**src/rtl/rvob_map.vh**
```
// constants for the variant option bits block: data width, bit positions, reset value, variant codes, mask defaults
`ifndef RVOB_MAP_VH
`define RVOB_MAP_VH

// data width of every register in this block
`define RVOB_DW 8
// reset cause status: forced monitor entry position
`define RVOB_RCS_FME_BIT 2
// mask option register two: pump regulator disable position
`define RVOB_MASK_OPTION_REG_TWO_PRD_BIT 2
// reset value of the writable configuration registers
`define RVOB_CFG_RST 8'h00
// variant codes
`define RVOB_VAR_NVM 1'b0
`define RVOB_VAR_ROM 1'b1
// default mask contents (arbitrary neutral pattern, set at manufacture)
`define RVOB_MASK_ONE_DEF 8'h00
`define RVOB_MASK_TWO_DEF 8'h00

`endif

```
**src/rtl/rvob_once_reg.v**
```verilog
// write-once configuration register with fixed-contents option
`timescale 1ns/100ps
module rvob_once_reg #(
  parameter WIDTH = 8,
  parameter [WIDTH-1:0] RST_VAL = {WIDTH{1'b0}},
  parameter [WIDTH-1:0] FIXED_VAL = {WIDTH{1'b0}},
  parameter [WIDTH-1:0] ZERO_MASK = {WIDTH{1'b0}}
) (
  clk_sys,
  rst_b,
  mask_rom,
  wr_en,
  wr_data,
  rd_data,
  locked
);
  input wire clk_sys; // system clock
  input wire rst_b; // async reset, active low
  input wire mask_rom; // high in the mask-programmed variant
  input wire wr_en; // write strobe
  input wire [WIDTH-1:0] wr_data; // write data
  output reg [WIDTH-1:0] rd_data; // read value, registered
  output reg locked; // set after the single accepted write

  // ==========================================================
  // storage
  reg [WIDTH-1:0] cfg_q; // writable contents
  reg [WIDTH-1:0] cfg_d; // next contents
  reg lock_d; // next lock state

  // next state: one write accepted per reset in the writable variant
  always @* begin
    cfg_d = cfg_q;
    lock_d = locked;
    if (wr_en && !locked && !mask_rom) begin
      cfg_d = wr_data;
      lock_d = 1'b1;
    end
  end

  // registers; mask variant always reads the fixed pattern
  always @(posedge clk_sys or negedge rst_b) begin
    if (!rst_b) begin
      cfg_q <= RST_VAL;
      locked <= 1'b0;
      rd_data <= {WIDTH{1'b0}};
    end else begin
      cfg_q <= cfg_d;
      locked <= lock_d;
      if (mask_rom) begin
        rd_data <= FIXED_VAL & ~ZERO_MASK;
      end else begin
        rd_data <= cfg_d & ~ZERO_MASK;
      end
    end
  end
endmodule

```
**src/rtl/rvob_top.v**
```verilog
// option bits and status bits that differ between the mask-programmed and reprogrammable variants
`timescale 1ns/100ps
`include "rvob_map.vh"
module rvob_top #(
  // data width of every register in the block
  parameter DW = `RVOB_DW,
  // mask contents fixed at manufacture
  parameter [DW-1:0] MASK_ONE = `RVOB_MASK_ONE_DEF,
  parameter [DW-1:0] MASK_TWO = `RVOB_MASK_TWO_DEF,
  // contents of the writable registers after reset
  parameter [DW-1:0] CFG_RST = `RVOB_CFG_RST
) (
  input wire clk_sys,
  input wire rst_b,
  // variant strap and the two option register writes
  input wire variant_rom,
  input wire cfg_one_wr,
  input wire cfg_two_wr,
  input wire [DW-1:0] cfg_wr_data,
  // raw reset causes and monitor requests
  input wire [DW-1:0] reset_cause_raw,
  input wire vector_erased,
  input wire monitor_pin_entry,
  input wire security_pass,
  input wire mon_prog_req,
  input wire mon_exec_req,
  input wire mon_exec_in_ram,
  // memory control register write port
  input wire nvm_reg_wr,
  input wire [DW-1:0] nvm_reg_wr_data,
  // option register mirrors and their lock flags
  output reg [DW-1:0] mask_option_reg_one,
  output reg [DW-1:0] mask_option_reg_two,
  output reg cfg_one_locked,
  output reg cfg_two_locked,
  // status, monitor and memory control outputs
  output reg [DW-1:0] reset_cause_status,
  output reg pump_regulator_disable,
  output reg forced_monitor_entry_reset,
  output reg monitor_firmware_active,
  output reg mon_prog_strobe,
  output reg mon_exec_grant,
  output reg user_mem_read_ok,
  output reg [DW-1:0] nvm_program_erase_control,
  output reg [DW-1:0] nvm_block_protect,
  output reg [DW-1:0] nvm_test_control
);

  // ==========================================================
  // variant strap, caught on the first clock after reset release
  // the pin is read once so that a later glitch cannot flip the variant
  // under a running program
  reg rom_q; // captured variant
  reg strap_done_q; // strap capture finished

  always @(posedge clk_sys or negedge rst_b) begin
    if (!rst_b) begin
      rom_q <= 1'b0;
      strap_done_q <= 1'b0;
    end else if (!strap_done_q) begin
      rom_q <= variant_rom;
      strap_done_q <= 1'b1;
    end
  end

  // live variant: the pin itself on the capture edge, the latched strap afterwards
  // hazard avoided: a mask part must never act as a writable part for one cycle
  wire rom_now; // variant used by every decision below
  assign rom_now = strap_done_q ? rom_q : variant_rom;

  // ==========================================================
  // option registers
  // clears one bit position of a register image; used for both read-as-zero bits
  function [DW-1:0] rvob_clear_bit;
    input [DW-1:0] value; // register image
    input integer pos; // bit to clear
    begin
      rvob_clear_bit = value & ~({{(DW-1){1'b0}}, 1'b1} << pos);
    end
  endfunction

  wire [DW-1:0] opt_one_rd; // first option register read value
  wire [DW-1:0] opt_two_rd; // second option register read value
  wire opt_one_lock; // first register lock
  wire opt_two_lock; // second register lock
  wire [DW-1:0] cfg_two_raw; // second register with pump bit retained

  // first option register
  // writes pass only once the strap is known, so none slips into a mask part
  rvob_once_reg #(.WIDTH(DW), .RST_VAL(CFG_RST), .FIXED_VAL(MASK_ONE), .ZERO_MASK({DW{1'b0}})) u_opt_one (
    .clk_sys(clk_sys),
    .rst_b(rst_b),
    .mask_rom(rom_now),
    .wr_en(cfg_one_wr & strap_done_q),
    .wr_data(cfg_wr_data),
    .rd_data(opt_one_rd),
    .locked(opt_one_lock)
  );

  // second option register; pump bit forced to zero in the mask variant only
  rvob_once_reg #(.WIDTH(DW), .RST_VAL(CFG_RST), .FIXED_VAL(MASK_TWO), .ZERO_MASK({DW{1'b0}})) u_opt_two (
    .clk_sys(clk_sys),
    .rst_b(rst_b),
    .mask_rom(rom_now),
    .wr_en(cfg_two_wr & strap_done_q),
    .wr_data(cfg_wr_data),
    .rd_data(cfg_two_raw),
    .locked(opt_two_lock)
  );
  assign opt_two_rd = rom_now ? rvob_clear_bit(cfg_two_raw, `RVOB_MASK_OPTION_REG_TWO_PRD_BIT) : cfg_two_raw;

  // ==========================================================
  // option register mirrors and lock flags
  // every top output is a flip-flop, so the option values take one more stage here
  always @(posedge clk_sys or negedge rst_b) begin
    if (!rst_b) begin
      // all mirrors clear while reset is held
      mask_option_reg_one <= {DW{1'b0}};
      mask_option_reg_two <= {DW{1'b0}};
      cfg_one_locked <= 1'b0;
      cfg_two_locked <= 1'b0;
    end else begin
      // mask variant shows the fixed pattern with the pump bit cleared in the second, writable variant the stored word
      mask_option_reg_one <= opt_one_rd;
      mask_option_reg_two <= opt_two_rd;
      // lock flags tell software that the single write has been used
      cfg_one_locked <= opt_one_lock;
      cfg_two_locked <= opt_two_lock;
    end
  end

  // ==========================================================
  // reset cause status and pump regulator disable
  always @(posedge clk_sys or negedge rst_b) begin
    if (!rst_b) begin
      // status clear while reset is held
      reset_cause_status <= {DW{1'b0}};
      pump_regulator_disable <= 1'b0;
    end else if (rom_now) begin
      // forced entry cause does not exist in the mask variant, so it reads zero
      reset_cause_status <= rvob_clear_bit(reset_cause_raw, `RVOB_RCS_FME_BIT);
      // no charge pump to switch off: the bit is inert
      pump_regulator_disable <= 1'b0;
    end else begin
      // writable variant passes every cause bit through
      reset_cause_status <= reset_cause_raw;
      // pump control follows the stored option bit
      pump_regulator_disable <= opt_two_rd[`RVOB_MASK_OPTION_REG_TWO_PRD_BIT];
    end
  end

  // ==========================================================
  // monitor entry and monitor command gating
  // the decision uses the live variant so the capture edge is already safe
  always @(posedge clk_sys or negedge rst_b) begin
    if (!rst_b) begin
      // monitor idle while reset is held
      forced_monitor_entry_reset <= 1'b0;
      monitor_firmware_active <= 1'b0;
      mon_prog_strobe <= 1'b0;
      mon_exec_grant <= 1'b0;
      user_mem_read_ok <= 1'b0;
    end else begin
      if (rom_now) begin
        // erased vector ignored: entry only through the normal pin path
        forced_monitor_entry_reset <= 1'b0;
        monitor_firmware_active <= monitor_pin_entry;
        // programming commands have nothing to program
        mon_prog_strobe <= 1'b0;
      end else begin
        // an unprogrammed vector forces the monitor in the writable variant
        forced_monitor_entry_reset <= vector_erased;
        monitor_firmware_active <= monitor_pin_entry | vector_erased;
        // programming allowed only once the security check has passed
        mon_prog_strobe <= mon_prog_req & security_pass;
      end
      // ram code always runs; user memory code needs the security check
      mon_exec_grant <= mon_exec_req & (mon_exec_in_ram | security_pass);
      // user memory readable by the monitor only after the security check
      user_mem_read_ok <= security_pass;
    end
  end

  // ==========================================================
  // memory control registers of the writable variant
  // in the mask variant these read as zero and swallow every write
  always @(posedge clk_sys or negedge rst_b) begin
    if (!rst_b) begin
      // control registers clear while reset is held
      nvm_program_erase_control <= {DW{1'b0}};
      nvm_block_protect <= {DW{1'b0}};
      nvm_test_control <= {DW{1'b0}};
    end else if (rom_now) begin
      // registers absent: read as zero, writes dropped
      nvm_program_erase_control <= {DW{1'b0}};
      nvm_block_protect <= {DW{1'b0}};
      nvm_test_control <= {DW{1'b0}};
    end else begin
      // program and erase control takes software writes
      if (nvm_reg_wr) begin
        nvm_program_erase_control <= nvm_reg_wr_data;
      end
      // protection and test stay at their idle value
      nvm_block_protect <= {DW{1'b0}};
      nvm_test_control <= {DW{1'b0}};
    end
  end
endmodule

```
**config.mk**
```make
export PLATFORM = sky130hd
export DESIGN_NAME = rvob_top
export DESIGN_NICKNAME = d
export VERILOG_FILES = /design/src/rtl/rvob_once_reg.v /design/src/rtl/rvob_top.v
export VERILOG_INCLUDE_DIRS = /design/src /design/src/rtl
export SDC_FILE = /design/constraint.sdc
export NUM_CORES = 1
export LEC_CHECK = 0
export BUFFER_PORTS_ARGS = -buffer_cell sky130_fd_sc_hd__buf_4
export CAP_MARGIN = 10
export CORE_UTILIZATION = 52
export CTS_CLUSTER_DIAMETER = 200
export DETAILED_ROUTE_END_ITERATION = 7
export HOLD_SLACK_MARGIN = 0.12
export MAX_ROUTING_LAYER = met4
export PLACE_DENSITY = 0.94
export SLEW_MARGIN = 20
export SYNTH_ARGS = -nofsm -noshare
export SYNTH_HDL_FRONTEND = slang
export SYNTH_SLANG_ARGS = --single-unit
```
**constraint.sdc**
```tcl
create_clock -name clk_sys -period 4.71 [get_ports clk_sys]
set_clock_uncertainty 0.15 [all_clocks]
set_input_delay 0.471 -clock clk_sys [delete_from_list [all_inputs] [get_ports clk_sys]]
set_output_delay 0.471 -clock clk_sys [all_outputs]
set_load 0.02 [all_outputs]
```
Word-level counts from Yosys, hierarchy flattened
Index checks and enable logic that the tools add are counted.

Multiplexer cells: 13. Bitwise logic cells: 6. Reduce and logical (&&, ||, !) cells: 8.

Operators by type and width (number): $mux W8 (6); $mux W3 (2); $mux W1 (5); $and A1 B1 Y1 (4); $logic_and A1 B1 Y1 (4); $logic_not A1 Y1 (3); $or A1 B1 Y1 (2); $reduce_bool A2 Y1 (1).

Register bits after elaboration: 76. Bits of input ports: 36. Output and inout bits: 56. Logic and storage cells: 47.

Depth between registers and ports, before layout
Gate-level depths: netlist of run 1.

Depth in word-level cells: 5. Mapped depth: 4. Mapped depth without buffers: 3.

Hierarchy
A second synthesis of run 1 with hierarchy kept.

Cells, all modules: 181. Area total of the unflattened synthesis: 2761.4 um^2.

By module, submodules not included: rvob_once_reg (instances 2, cells each 47, area each 703.2 um^2, seq. area each 425.4 um^2); rvob_top (instances 1, cells each 87, area each 1355.0 um^2, seq. area each 1026.0 um^2).

Worst setup path after synthesis of run 1
No wires, ideal clock.

Path type: input-to-reg. From: input port cfg_one_wr. To: register u_opt_one.rd_data[4]. Library setup time: 0.117 ns. Arrival time: 1.257 ns. Data required time: 4.443 ns. Setup slack: 3.186 ns. Stages on the path: 4. Path buffers: 1. Cell sequence: and4bb_1 -> buf_6 -> mux2_4 -> and2_4.

Longest elaborated chain between the ends: 5.

RTL lines: start: declaration (line rvob_top.v:17) `input wire cfg_one_wr,`; $and A1 B1 Y1 (line rvob_top.v:94) `.wr_en(cfg_one_wr & strap_done_q),`; $logic_and A1 B1 Y1 (2 in a row) (line rvob_once_reg.v:35) `if (wr_en && !locked && !mask_rom) begin`; $mux W8 (line rvob_once_reg.v:35); net u_opt_one.cfg_d[4] (line rvob_once_reg.v:28) `reg [WIDTH-1:0] cfg_d;`; $mux W8 (line rvob_once_reg.v:50) `if (mask_rom) begin`; end signal: assignment (line rvob_once_reg.v:46) `rd_data <= {WIDTH{1'b0}};`; end signal: assignment (line rvob_once_reg.v:51) `rd_data <= FIXED_VAL & ~ZERO_MASK;`; end signal: assignment (line rvob_once_reg.v:53) `rd_data <= cfg_d & ~ZERO_MASK;`; end: declaration (line rvob_once_reg.v:22) `output reg [WIDTH-1:0] rd_data;`.

The timed path passes the listed nets, and every way through them passes these cells. A chain may end at the register's enable or synchronous reset.

Final worst setup path of run 1
From: register u_opt_one.locked. To: register u_opt_one.rd_data[2].

Longest elaborated chain between the ends: 5.

RTL lines: start: declaration (line rvob_once_reg.v:23) `output reg locked;`; start signal: assignment (line rvob_once_reg.v:49) `locked <= lock_d;`; $logic_not A1 Y1 (line rvob_once_reg.v:35); $logic_and A1 B1 Y1 (2 in a row) (line rvob_once_reg.v:35); $mux W8 (line rvob_once_reg.v:35); net u_opt_one.cfg_d[2] (line rvob_once_reg.v:28); $mux W8 (line rvob_once_reg.v:50).

The timed path passes the listed nets, and every way through them passes these cells.

==> impl_metrics.yaml, run 1 <==
run_status:
  outcome: "finished, final reports clean"
floorplan:
  num_io_pins: 92
  die_w_um: 72.6
  die_h_um: 72.6
  coreArea_um2: 4750
  start_util_pct: 54.5
  die-area_um2: 5270
  row_count: 25
synthesis:
  synthTopCellsByArea: "dfrtp_1, mux2_4, buf_4, and2_1, mux2i_1"
  synthArstFlopShare_pct: 100
  synthFlopType: "dfrtp_1"
  yosysMostFrequentCell: "dfrtp_1"
  yosysSeqAreaShare_pct: 72.4
  synth_common_cells: "dfrtp_1, and2_1, buf_4"
  syn_area_um2: 2590
  ys_types: 16
  ys_warn_count: 0
  avgSynthCellArea_um2: 16.3
  synth-edff-count: 0
  yosysTopAreaCellShare_pct: 72.4
  yosys.area.top_type: "dfrtp_1"
  synthCells: 159
  yosys_register_bits: 75
sta:
  finalCritPeriodShare_pct: 39.2
  rsz0062_at_grt: "no"
  slew-limit-headroom_pct: 42.1
  setup_viol: 0
  fmax_mhz: 541
  timing.setup.tns_ns: 0
  slew_viol_final: 0
  hold_slack_ns: 0.0965
  hold_violations: 0
  worst_slew_pin_slew_ns: 0.869
  fin_crit_ns: 1.85
cts:
  htreeDepth: 3
  clock_path_buffers: 2
  clkSlewWorstSetupHoldPaths_ns: 0.07
  cts_hold_buf: 8
  cts_root_buf: "clkbuf_8"
  insertion_delay_ns: 0.33
  ctsResizeCount: 0
  post_cts_buffers: 0
  clock-sinks: 75
  numCtsBuffers: 9
  cts_tree: "done"
global_routing:
  overflow: 0
  grt_pass1_vias: 1419
  antenna_found_initial: 0
  grt_pass1_wl_mm: 6.41
  grt.total_usage_pct: 17.7
  grt_max_degree: 76
worst_setup_path:
  critical-path-top-delay-family: "simple AND/OR/NAND/NOR gates"
  cp_max_fo: 9
  critPathBufInv: 0
  arrival_ns: 1.92
  max_stage_delay_ns: 0.67
  slowest_stage: "and4bb_1"
  endpoint_kind: "register"
  crit_type: "reg -> reg"
  crit_chain: "and4bb_1, mux2_4, and2_1"
  required_ns: 4.78
  start_kind: "register"
detailed_routing:
  routedWlPerCell_um: 12.3
  finalWirelength_mm: 3.91
  ant_nets: 0
  drc: 0
  vias_per_cell: 4.31
  vias: 1371
  dr.pass1.iters: 4
  drtIter0Drc: 49
pwr:
  pwr-share-comb_pct: 23.0
  p_sw_share_pct: 24.9
  vdd_drop_max_v: 0.000329
  p_leak_nw: 1.77
  total_power_w: 0.00178
  powerDensity_nw_per_um2: 518
  p_clk_share_pct: 28.4
  power.switching_w: 0.000443
  internal_power_w: 0.00134
  seq_power_share_pct: 48.6
job:
  drv_cap: 0
placement:
  post_dp_cell_area_um2: 3140
  place_inst: 295
  post-dp-hpwl_mm: 2.53
  place_congestion: 0.647
  portBuffers: 75
cells_and_area:
  nets: 283
  n_fill_cell: 339
  fin_cells: 318
  fin_area_um2: 3430
  seq_area_um2: 1880
  layout-drive-gt1-share_pct: 44.6
  multi_input_area_um2: 606
  area_growth_pct: 32.5
  num_antenna_cells: 0
hold_path:
  hold_path.class: "in -> async"
-- through the flow --
stage          utilization (%)  setup WS, ns
3_5_place_dp              66.1          2.77
2_1_floorplan                -          3.19
6_report                  72.2          2.86
4_1_cts                   72.2          2.85
3_3_place_gp              66.1          2.80
5_1_grt                   72.2          2.79
-- cell families (layout without fill, tap and decap cells) --
logic type      after synthesis  in the layout  synth area share, %
flops                        75             75                 72.4
simple gates                 33             33                 7.87
mux                          25             25                 12.7
buf+inv                      23            100                 6.37
other cells                   2             17                0.290
compound gates                1              1                0.290
-- area by class of cell --
| type | count | share of cell area, % |
|---|---|---|
| clock buffer | 14 | 5.32 |
| clock inverter | 1 | 0.875 |
| inverter | 1 | 0.109 |
| multi-input combinational | 76 | 17.6 |
| sequential | 75 | 54.7 |
| tap | 67 | 2.44 |
| timing repair buffer | 84 | 19.0 |
-- metal layers --
layer  global-route usage (%)  wire (um)  vias to the layer above  part of all wire [%]
met1                     19.8       1560                      657                    40
met2                     28.3       2080                       54                    53
li1                         -          -                      652                     -
met5                        -          0                        -                     0
met4                     9.80         77                        0                   2.0
met3                     5.52        195                        8                   5.0
-- placed cells by master (no fill, tap or decap) --
cell / count
or2_2: 3
and2_4: 2
nor2_1: 8
dlygate4sd3_1: 8
conb_1: 17
and2_1: 17
inv_2: 1
and4bb_1: 2
buf_4: 76
and3_1: 1
bufinv_16: 1
o21a_1: 1
mux2_4: 16
mux2i_1: 9
clkbuf_1: 1
clkbuf_8: 13
dfrtp_1: 75
-- registers in the layout, indices dropped and copies added, names as in the netlist --
signal / flops
mask_option_reg_one: 8
mask_option_reg_two: 8
nvm_program_erase_control: 8
reset_cause_status: 8
u_opt_one.cfg_q: 8
u_opt_one.rd_data: 8
u_opt_two.cfg_q: 8
u_opt_two.rd_data: 8
cfg_one_locked: 1
cfg_two_locked: 1
forced_monitor_entry_reset: 1
mon_exec_grant: 1
mon_prog_strobe: 1
monitor_firmware_active: 1
rom_q: 1
strap_done_q: 1
u_opt_one.locked: 1
u_opt_two.locked: 1
user_mem_read_ok: 1
-- power by group through the flow --
stage	registers [W]	clock network [W]	logic, W
after floorplan	0.000940	0	0.000193
after global placement	0.000875	0	0.000393
after detailed placement	0.000877	0	0.000408
after CTS	0.000868	0.000519	0.000413
after global routing	0.000880	0.000547	0.000444
final	0.000865	0.000506	0.000409
-- worst paths after layout --
| check | depth (start not counted) | slack [ns] | from | end |
|---|---|---|---|---|
| max in group asynchronous | 1 | 3.75 | rst_b | mask_option_reg_two[0] |
| min in group clk_sys | 2 | 0.18 | monitor_pin_entry | monitor_firmware_active |
| hold / removal | 1 | 0.1 | rst_b | u_opt_one.rd_data[3] |
| setup / recovery | 3 | 2.86 | u_opt_one.locked | u_opt_one.rd_data[2] |
| setup reg to reg | 3 | 2.86 | u_opt_one.locked | u_opt_one.rd_data[2] |
| hold reg to reg | 0 | 0.20 | u_opt_one.rd_data[1] | mask_option_reg_one[1] |
Note: power is estimated with default switching activity, not from simulation.
==> inputs of run 2 (changes only) <==
- CORE_UTILIZATION: 52 -> 44
- PLACE_DENSITY: 0.94 -> 0.86
- clock period: 4.71 -> 1.6 ns (I/O delays scaled with it)
==> run 2 against run 1 <==
Critical path type unchanged. Cell count grew 14%. Sequential share of layout area fell by 6.3 points. Register-to-register slack got worse by 2.8 ns. Sequential cell count unchanged. Die area grew 18%. Via count grew 13%. Critical path depth is 1 higher.
==> impl_metrics.yaml, run 2 (synthesized netlist as in run 1, its figures left out) <==
cts:
  clock_path_buffers: 2
  cts_hold_buf: 41
  htreeDepth: 3
  cts_root_buf: "clkbuf_8"
  numCtsBuffers: 9
  clock-sinks: 75
  cts_tree: "done"
  insertion_delay_ns: 0.34
  clkSlewWorstSetupHoldPaths_ns: 0.08
sta:
  finalCritPeriodShare_pct: 98.9
  rsz0062_at_grt: "yes"
  slew_viol_final: 0
  fin_crit_ns: 1.58
  worst_slew_pin_slew_ns: 0.523
  setup_viol: 0
  fmax_mhz: 632
  fin_ws_ns: 0.0177
  hold_slack_ns: 0.0823
  hold_violations: 0
  slew-limit-headroom_pct: 65.1
detailed_routing:
  ant_nets: 0
  vias_per_cell: 4.29
  finalWirelength_mm: 4.83
  drc: 0
  drtIter0Drc: 62
  routedWlPerCell_um: 13.3
  dr.pass1.iters: 4
  vias: 1556
placement:
  place_congestion: 0.717
  pre_cts_ws_ns: 0.0129
  portBuffers: 75
  post-dp-hpwl_mm: 2.97
  place_inst: 305
worst_setup_path:
  cp_max_fo: 9
  crit_type: "reg -> reg"
  endpoint_kind: "register"
  max_stage_delay_ns: 0.40
  start_kind: "register"
  r2r-start: "u_opt_one.locked"
  required_ns: 1.68
  slowest_stage: "dfrtp_1"
  critical-path-top-delay-family: "simple AND/OR/NAND/NOR gates"
  crit_chain: "and4bb_1, buf_12, mux2_4, and2_4"
  r2r_setup_slack_ns: 0.02
  arrival_ns: 1.67
  critPathLaunch: "u_opt_one.locked"
  critPathBufInv: 1
run_status:
  outcome: "finished, final reports clean"
cells_and_area:
  layout-drive-gt1-share_pct: 46.0
  num_antenna_cells: 0
  final_cell_mix: "buf_4, dfrtp_1, dlygate4sd3_1, conb_1"
  fin_cells: 363
  area_growth_pct: 49.7
  nets: 322
  final_common_cell: "buf_4"
floorplan:
  start_util_pct: 46.2
  num_io_pins: 92
  die-area_um2: 6200
  die_w_um: 78.7
  die_h_um: 78.7
  row_count: 27
  coreArea_um2: 5610
global_routing:
  grt_pass1_wl_mm: 7.77
  antenna_found_initial: 0
  grt.total_usage_pct: 18.2
  grt_max_degree: 35
  grt_pass1_vias: 1580
  overflow: 0
pwr:
  powerDensity_nw_per_um2: 1390
  vdd_drop_max_v: 0.000868
  p_leak_nw: 1.96
job:
  drv_cap: 0
hold_path:
  hold_path.class: "in -> async"
run 2: cell types whose count changed in the layout (fill, tap and decap cells not counted):
cell,delta
clkinvlp_4,+3
and2_1,-14
dlygate4sd3_1,+32
clkinv_4,+3
buf_4,+3
dlymetal6s4s_1,+1
buf_12,+3
clkbuf_1,-1
and2_4,+14
clkbuf_8,-4
run 2: layout make-up:
type | count | area (um2)
clock buffers | 9 | 124
clock inverters | 7 | 78.8
fillers | 405 | 1730
inverters | 1 | 3.75
multi-input cells | 76 | 641
flip-flops and latches | 75 | 1880
well taps | 72 | 90.1
repair buffers | 123 | 1070
run 2: worst register-to-register path, cell delays in order (launching register included):
cell	delay, ns
dfrtp_1	0.40
and4bb_1	0.30
buf_12	0.15
mux2_4	0.31
and2_4	0.15
run 2: layer usage:
metal | routed length, um | track usage, %
met5 | 0 | -
met2 | 2470 | 27.7
met3 | 287 | 4.37
met4 | 81 | 10.2
met1 | 1990 | 22.5
run 2: final timing paths:
kind	endpoint	cells after the start
worst max-delay path	u_opt_one.rd_data[3]	4
worst min-delay path	cfg_two_locked	2
worst max register to register	u_opt_one.rd_data[3]	4
worst min register to register	mask_option_reg_one[5]	0
max in group asynchronous	mask_option_reg_one[7]	3
min in group clk_sys	mask_option_reg_one[5]	0
run 2: power by group:
| group | internal (W) | total (W) | switching [W] |
|---|---|---|---|
| Combinational | 0.000825 | 0.00142 | 0.000593 |
| Sequential | 0.00240 | 0.00257 | 0.000170 |
| Clock | 0.000726 | 0.00141 | 0.000685 |
run 2: what timing repair did:
| action | CTS | global route |
|---|---|---|
| endpoints found under the hold margin | 128 | 15 |
| setup buffers | 0 | 1 |
| pin swaps | 1 | 1 |
| resized for setup | 0 | 15 |
| endpoints found under the setup margin | 1 | 27 |
run 2: through the flow:
step	util [%]	cell area, um2	TNS (ns)	total power, W
floorplan	-	2650	0	0.00333
global placement	57.5	3220	0	0.00376
detailed placement	57.5	3220	0	0.00382
CTS	68.4	3830	0	0.00535
global route	69.2	3880	-0.194	0.00567
finish	69.2	3880	0	0.00540
